File: src/padc_pkg.sv
package padc_pkg;
	localparam int unsigned sample_bits = 12;
	localparam int unsigned latency_cycles = 6;
	localparam logic [11:0] code_min = 12'h000;
	localparam logic [11:0] code_max = 12'hfff;
	localparam logic [11:0] code_reset = 12'h000;
	localparam logic [11:0] offset_zero = 12'h800;

	typedef struct packed {
		logic [11:0] data;
		logic oe;
	} padc_bus_type;

	typedef struct packed {
		logic [12:0] code;
		logic valid;
	} padc_stage_type;
endpackage

File: src/padc_port.sv
module padc_port #(
	parameter int unsigned latency = padc_pkg::latency_cycles
) (
	input wire logic clock,
	input wire logic reset,
	input wire logic signed [12:0] analog_level,
	input wire logic output_enable_n,
	input wire logic sleep_request,
	output padc_pkg::padc_bus_type sample_word,
	output logic sample_valid
);
	logic [1:0] oe_sync_r;
	logic [1:0] sleep_sync_r;
	padc_pkg::padc_stage_type pipe_r [latency];
	logic [11:0] word_r;
	logic valid_r;
	logic [11:0] code_nxt;

	function automatic logic [11:0] padc_clip(input logic signed [12:0] lvl);
		logic signed [13:0] shifted;
		shifted = 14'(lvl) + $signed(14'(padc_pkg::offset_zero));
		if (shifted < 14'sh0000)
			padc_clip = padc_pkg::code_min;
		else if (shifted > $signed(14'(padc_pkg::code_max)))
			padc_clip = padc_pkg::code_max;
		else
			padc_clip = shifted[11:0];
	endfunction

	// Level inside the converter's span
	function automatic logic padc_in_range(input logic signed [12:0] lvl);
		padc_in_range = (lvl >= -13'sd2048) && (lvl <= 13'sd2047);
	endfunction

	// Pin synchronisers
	always_ff @(posedge clock) begin
		if (reset) begin
			oe_sync_r <= '1;
		end else begin
			oe_sync_r <= {oe_sync_r[0], output_enable_n};
		end
	end

	always_ff @(posedge clock) begin
		if (reset) begin
			sleep_sync_r <= '1;
		end else begin
			sleep_sync_r <= {sleep_sync_r[0], sleep_request};
		end
	end

	// Converter core
	always_comb begin
		code_nxt = padc_clip(analog_level);
	end

	// Sampling stage
	always_ff @(posedge clock) begin
		if (reset) begin
			pipe_r[0] <= '0;
		end else begin
			pipe_r[0].code <= {1'b0, code_nxt};
			pipe_r[0].valid <= ~sleep_sync_r[1];
		end
	end

	// Remaining pipeline stages
	for (genvar g = 1; g < latency; g++) begin : g_stage
		always_ff @(posedge clock) begin
			if (reset) begin
				pipe_r[g] <= '0;
			end else begin
				pipe_r[g] <= pipe_r[g-1];
			end
		end
	end

	// Output word register
	always_ff @(posedge clock) begin
		if (reset) begin
			word_r <= padc_pkg::code_reset;
		end else if (pipe_r[latency-1].valid) begin
			word_r <= pipe_r[latency-1].code[11:0];
		end
	end

	always_ff @(posedge clock) begin
		if (reset) begin
			valid_r <= 1'b0;
		end else begin
			valid_r <= pipe_r[latency-1].valid;
		end
	end

	// Result assembly
	assign sample_word.data = word_r;
	assign sample_word.oe = ~oe_sync_r[1];
	assign sample_valid = valid_r;

	property p_latency;
		@(posedge clock) disable iff (reset)
		!sleep_sync_r[1] |-> ##7 (sample_valid && sample_word.data == $past(code_nxt, 7));
	endproperty
	a_latency: assert property (p_latency) else $error("Word latency wrong");

	property p_oe;
		@(posedge clock) disable iff (reset)
		!$past(reset) && !$past(reset, 2) |-> sample_word.oe == !$past(output_enable_n, 2);
	endproperty
	a_oe: assert property (p_oe) else $error("Output enable wrong");

	property p_sleep;
		@(posedge clock) disable iff (reset)
		sleep_sync_r[1] [*8] |-> !sample_valid;
	endproperty
	a_sleep: assert property (p_sleep) else $error("Converting while asleep");

	property p_hold;
		@(posedge clock) disable iff (reset)
		!sample_valid |-> $stable(sample_word.data);
	endproperty
	a_hold: assert property (p_hold) else $error("Word changed while idle");

	property p_low;
		@(posedge clock) disable iff (reset)
		(analog_level < -13'sd2048) |-> code_nxt == padc_pkg::code_min;
	endproperty
	a_low: assert property (p_low) else $error("Under range not zero");

	property p_high;
		@(posedge clock) disable iff (reset)
		(analog_level > 13'sd2047) |-> code_nxt == padc_pkg::code_max;
	endproperty
	a_high: assert property (p_high) else $error("Over range not saturated");

	property p_mid;
		@(posedge clock) disable iff (reset)
		(analog_level == 13'sd0) |-> code_nxt == padc_pkg::offset_zero;
	endproperty
	a_mid: assert property (p_mid) else $error("Offset binary wrong");

	property p_rate;
		@(posedge clock) disable iff (reset)
		(!sleep_sync_r[1]) [*8] |-> ##6 sample_valid [*2];
	endproperty
	a_rate: assert property (p_rate) else $error("Throughput below one per cycle");

	property p_reset_out;
		@(posedge clock)
		reset |=> (!sample_valid && !sample_word.oe && sample_word.data == padc_pkg::code_reset);
	endproperty
	a_reset_out: assert property (p_reset_out) else $error("Outputs not quiet after reset");

	property p_valid_src;
		@(posedge clock) disable iff (reset)
		sample_valid |-> $past(!sleep_sync_r[1], 7);
	endproperty
	a_valid_src: assert property (p_valid_src) else $error("Word from a sleeping sample");

	property p_in_range;
		@(posedge clock) disable iff (reset)
		padc_in_range(analog_level) |-> code_nxt == 12'(analog_level + 13'sd2048);
	endproperty
	a_in_range: assert property (p_in_range) else $error("In range code wrong");

	property p_sleep_enter;
		@(posedge clock) disable iff (reset)
		$rose(sleep_sync_r[1]) |-> ##7 !sample_valid;
	endproperty
	a_sleep_enter: assert property (p_sleep_enter) else $error("Word after sleep began");

	property p_wake;
		@(posedge clock) disable iff (reset)
		$fell(sleep_sync_r[1]) |-> ##7 sample_valid;
	endproperty
	a_wake: assert property (p_wake) else $error("No word after wake");

	property p_oe_change;
		@(posedge clock) disable iff (reset)
		!$past(reset) && !$past(reset, 2) && !$past(reset, 3) && $changed(sample_word.oe)
			|-> $past(output_enable_n, 2) != $past(output_enable_n, 3);
	endproperty
	a_oe_change: assert property (p_oe_change) else $error("Output enable moved alone");

	property p_under_word;
		@(posedge clock) disable iff (reset)
		sample_valid && $past(analog_level, 7) < -13'sd2048 |-> sample_word.data == padc_pkg::code_min;
	endproperty
	a_under_word: assert property (p_under_word) else $error("Under range word not zero");

	property p_over_word;
		@(posedge clock) disable iff (reset)
		sample_valid && $past(analog_level, 7) > 13'sd2047 |-> sample_word.data == padc_pkg::code_max;
	endproperty
	a_over_word: assert property (p_over_word) else $error("Over range word not full");

	property p_mid_word;
		@(posedge clock) disable iff (reset)
		sample_valid && $past(analog_level, 7) == 13'sd0 |-> sample_word.data == padc_pkg::offset_zero;
	endproperty
	a_mid_word: assert property (p_mid_word) else $error("Mid scale word wrong");

	property p_sleep_sync;
		@(posedge clock) disable iff (reset)
		!$past(reset) && !$past(reset, 2) |-> sleep_sync_r[1] == $past(sleep_request, 2);
	endproperty
	a_sleep_sync: assert property (p_sleep_sync) else $error("Sleep sync depth wrong");
endmodule

File: config.mk
export PLATFORM = sky130hd
export DESIGN_NAME = padc_port
export DESIGN_NICKNAME = d
export VERILOG_FILES = /design/src/padc_pkg.sv /design/src/padc_port.sv
export SDC_FILE = /design/constraint.sdc
export NUM_CORES = 1
export LEC_CHECK = 0
export ABC_AREA = 1
export BUFFER_PORTS_ARGS = -buffer_cell sky130_fd_sc_hd__buf_2
export CAP_MARGIN = 0
export CORE_ASPECT_RATIO = 0.75
export CORE_MARGIN = 3
export CORE_UTILIZATION = 60
export CTS_BUF_LIST = sky130_fd_sc_hd__clkbuf_8
export DETAILED_ROUTE_END_ITERATION = 8
export GPL_TIMING_DRIVEN = 0
export PLACE_DENSITY = 0.92
export SLEW_MARGIN = 20
export SYNTH_ARGS = -nofsm -noshare
export SYNTH_HDL_FRONTEND = slang
export SYNTH_SLANG_ARGS = --single-unit
File: constraint.sdc
create_clock -name clock -period 2.2 [get_ports clock]
set_input_delay 0.11 -clock clock [delete_from_list [all_inputs] [get_ports clock]]
set_output_delay 0.11 -clock clock [all_outputs]
set_load 0.005 [all_outputs]
### Word-level counts from Yosys, hierarchy flattened

Memories as Yosys holds them, arrays and structs flattened.
Index checks and enable logic that the tools add are counted.

| word-level totals | value |
|---|---|
| bits in registers | 17 |
| memory bits (writable) | 84 |
| input port bits | 17 |
| output and inout bits | 14 |
| word-level logic and storage cells | 29 |
| memories | 1 |

| cells by class | value |
|---|---|
| add/subtract/negate cells | 1 |
| magnitude comparators | 2 |
| muxes and demuxes | 12 |
| bitwise operators | 9 |

Memories:

| name | depth | width | read ports | clocked after memory_dff | wr ports | line | source |
|---|---|---|---|---|---|---|---|
| pipe_r | 6 | 14 | 6 | 0 | 6 | padc_port.sv:14 | `padc_pkg::padc_stage_type pipe_r [latency];` |

Operators by type and width:

| kind | number |
|---|---|
| 2-to-1 mux 14 bit | 5 |
| 2-to-1 mux 12 bit | 2 |
| adder 13 x 13 -> 14 bit, second input constant | 1 |
| greater-than comparator 14 x 13 -> 1 bit, second input constant | 1 |
| < comparator 14 x 1 -> 1 bit, second input constant | 1 |
| 2-to-1 mux 13 bit | 1 |
| bitwise OR 1 bit | 7 |
| 2-to-1 mux 1 bit | 4 |
| inverter 1 bit | 2 |

### Depth between registers and ports, before layout

| logic depth | value |
|---|---|
| depth in word-level cells | 5 |
| mapped depth | 6 |
| mapped depth without buffers | 5 |

### Least setup slack after synthesis

No wires, ideal clock.

| timing | value |
|---|---|
| path type | input -> register |
| from | input analog_level[11] |
| to | memory pipe_r[0][10] (netlist bit) |
| setup time | 0.116 ns |
| arrival | 0.794 ns |
| data required time | 2.084 ns |
| path slack | 1.290 ns |
| stages on the path | 6 |
| cells stage by stage | inv_1 > ha_1 > inv_1 > buf_2 > o211ai_1 > inv_1 |

RTL lines:

| element | line | source |
|---|---|---|
| start: declaration | padc_port.sv:6 | `input wire logic signed [12:0] analog_level,` |
| end: declaration | padc_port.sv:14 |  |

==> reports/metrics.yaml <==
timing:
  fmax_ghz: 0.784
  hold_ws_ns: 0.0183
  finalSetupViolCount: 0
  clock_skew_ns: 0.00613
  hold_viol: 0
  finalCritPeriodShare_pct: 57.9
  slew_violations: 0
  setup_ws_ns: 0.925
  tightestPinTransition_ns: 0.168
  finalSetupTns_ns: 0
  max-slew-margin-rel_pct: 88.7
  rsz0062_at_grt: "false"
  period_minus_slack_ns: 1.27
synth:
  synthCells: 311
  yosysSeqAreaShare_pct: 66.1
  netlist_area_mm2: 0.00288
  synth-seq-cells: 95
  syn_area_per_cell_um2: 9.25
  ys.warnings.count: 0
  syn_nets: 329
  yosysUniqueCellTypes: 15
cells_and_area:
  nFillCells: 309
  final_area_mm2: 0.00341
  area_growth_pct: 18.4
  fin_cells: 426
  antenna_cells: 0
  drive_above_1_share_pct: 19.2
  nets: 382
  final_core_util_pct: 75.0
placed_design:
  routabilityCongestion: 0.765
  dpl_cell_area_mm2: 0.00309
  placedCellCount: 397
  portBuffers: 29
  post-place-ws_ns: 1.09
  place.detailed.hpwl_um: 2710
clock_tree:
  cts.sinks: 95
  post_cts_resized: 0
  clk_latency_ns: 0.35
  clk_pin_slew_ns: 0.08
  htreeDepth: 3
  root_buffer: "clkbuf_8"
  cts_tree: "done"
  clockBufferDepth: 2
  cts_buffers: 9
hold_path:
  hp-start: "reset"
  hp-class: "in2reg"
die:
  core_area_mm2: 0.00455
  start_util_pct: 63.3
  rows: 21
  top_level_ports: 31
  die_w_um: 86.0
  die-height_um: 66.0
  die_area_mm2: 0.00567
global_routing:
  grt_pass1_vias: 1764
  grt_max_degree: 16
  antenna_found_initial: 0
  grt_usage_pct: 17.0
  grt_overflow: 0
  grt_pass1_wl_um: 7130
drt:
  via_per_inst: 4.20
  routed_wl_um: 3840
  wl_per_cell_um: 9.02
  drtIter0Drc: 61
  ant_nets: 0
  route.detailed.drc: 0
  dr.pass1.iters: 4
  vias: 1790
worst_setup_path:
  crit_path_end_kind: "register"
  startpoint: "analog_level[11]"
  cp_max_fo: 10
  path_class: "in2reg"
  r2r_start: "pipe_r[5][0]"
  ff2ff_setup_slack_ns: 1.28
  critPathLaunchType: "input pin"
  cp.required_ns: 2.44
  worstPathArrival_ns: 1.51
status:
  status: "completed"
power:
  p_leak_nw: 1.59
  peakVddDrop_mv: 0.574
  total_power_mw: 2.93
  p_per_area_mw_per_mm2: 860
job:
  drv_cap: 0
worst paths after layout:
check             cells past startpoint         endpoint
setup / recovery                      8     pipe_r[0][8]
hold reg to reg                       1     pipe_r[0][0]
setup reg to reg                      4        word_r[2]
hold / removal                        2  sleep_sync_r[0]
repair_timing:
action,CTS,global route
setup buffers,0,0
hold endpoints to repair,13,0
hold buffers,13,0
Yosys cell counts:
cell	n	area [um2]
dfxtp_1	95	1900
buf_4	1	7.51
inv_4	1	6.26
nor2_1	91	342
o21ai_0	3	15.0
or2_1	2	12.5
a211oi_1	1	7.51
buf_8	1	15.0
o211ai_1	11	82.6
inv_1	81	304
buf_6	3	33.8
ha_1	1	12.5
o21ai_2	9	78.8
or2_2	2	12.5
buf_2	9	45.0
sequential cells by signal (all words and copies together) (netlist names):
signal and cells:
oe_sync_r 2, word_r 12, pipe_r 78, sleep_sync_r 2
sample_valid 1
where the power goes:
part	internal [mW]	switching, mW
registers	1.77	0.0118
logic	0.0651	0.0718
clock network	0.468	0.545
total	2.30	0.628
cell families (layout without fill, tap and decap cells):
kind of cell             count (synthesis)  after routing  share of synthesized area, %
adder cells (fa/ha/maj)                  1              1                         0.435
flip-flops                              95             95                          66.1
buffers and inverters                   96            154                          14.3
AND/OR/NAND/NOR                         95             95                          12.7
AO/OA/AOI/OAI                           24             24                          6.39
area by class of cell:
| class | count | area, um2 | share of cell area [%] |
|---|---|---|---|
| inverter | 82 | 310 | 9.11 |
| tap | 57 | 71.3 | 2.09 |
| timing repair buffer | 42 | 275 | 8.08 |
| clock buffer | 11 | 151 | 4.44 |
| multi-input combinational | 120 | 563 | 16.5 |
| sequential | 95 | 1900 | 55.8 |
| buffer | 14 | 101 | 2.97 |
| clock inverter | 5 | 32.5 | 0.955 |
metal layers:
| layer | up-vias | part of all wire (%) | track usage, % | wire length, um |
|---|---|---|---|---|
| li1 | 987 | - | - | - |
| met1 | 754 | 41 | 15.6 | 1580 |
| met2 | 41 | 50 | 32.0 | 1940 |
| met3 | 8 | 6.4 | 8.34 | 245 |
| met4 | 0 | 2.1 | 6.52 | 81 |
| met5 | - | 0 | 0 | 0 |
critical path, cell delays in order:
cell	delay, ns
dlygate4sd3_1	0.51
buf_2	0.11
inv_1	0.04
ha_1	0.28
inv_1	0.05
buf_2	0.17
o211ai_1	0.18
inv_1	0.06
layout by cell type (no fill, tap or decap), types with 9 or more instances in the layout:
cell           netlist  final
inv_1               81     81
dlygate4sd3_1        0     13
clkbuf_8             0     11
dfxtp_1             95     95
buf_2                9     38
o211ai_1            11     11
nor2_1              91     91
o21ai_2              9      9
No activity file was read; power rests on OpenSTA's default activity.
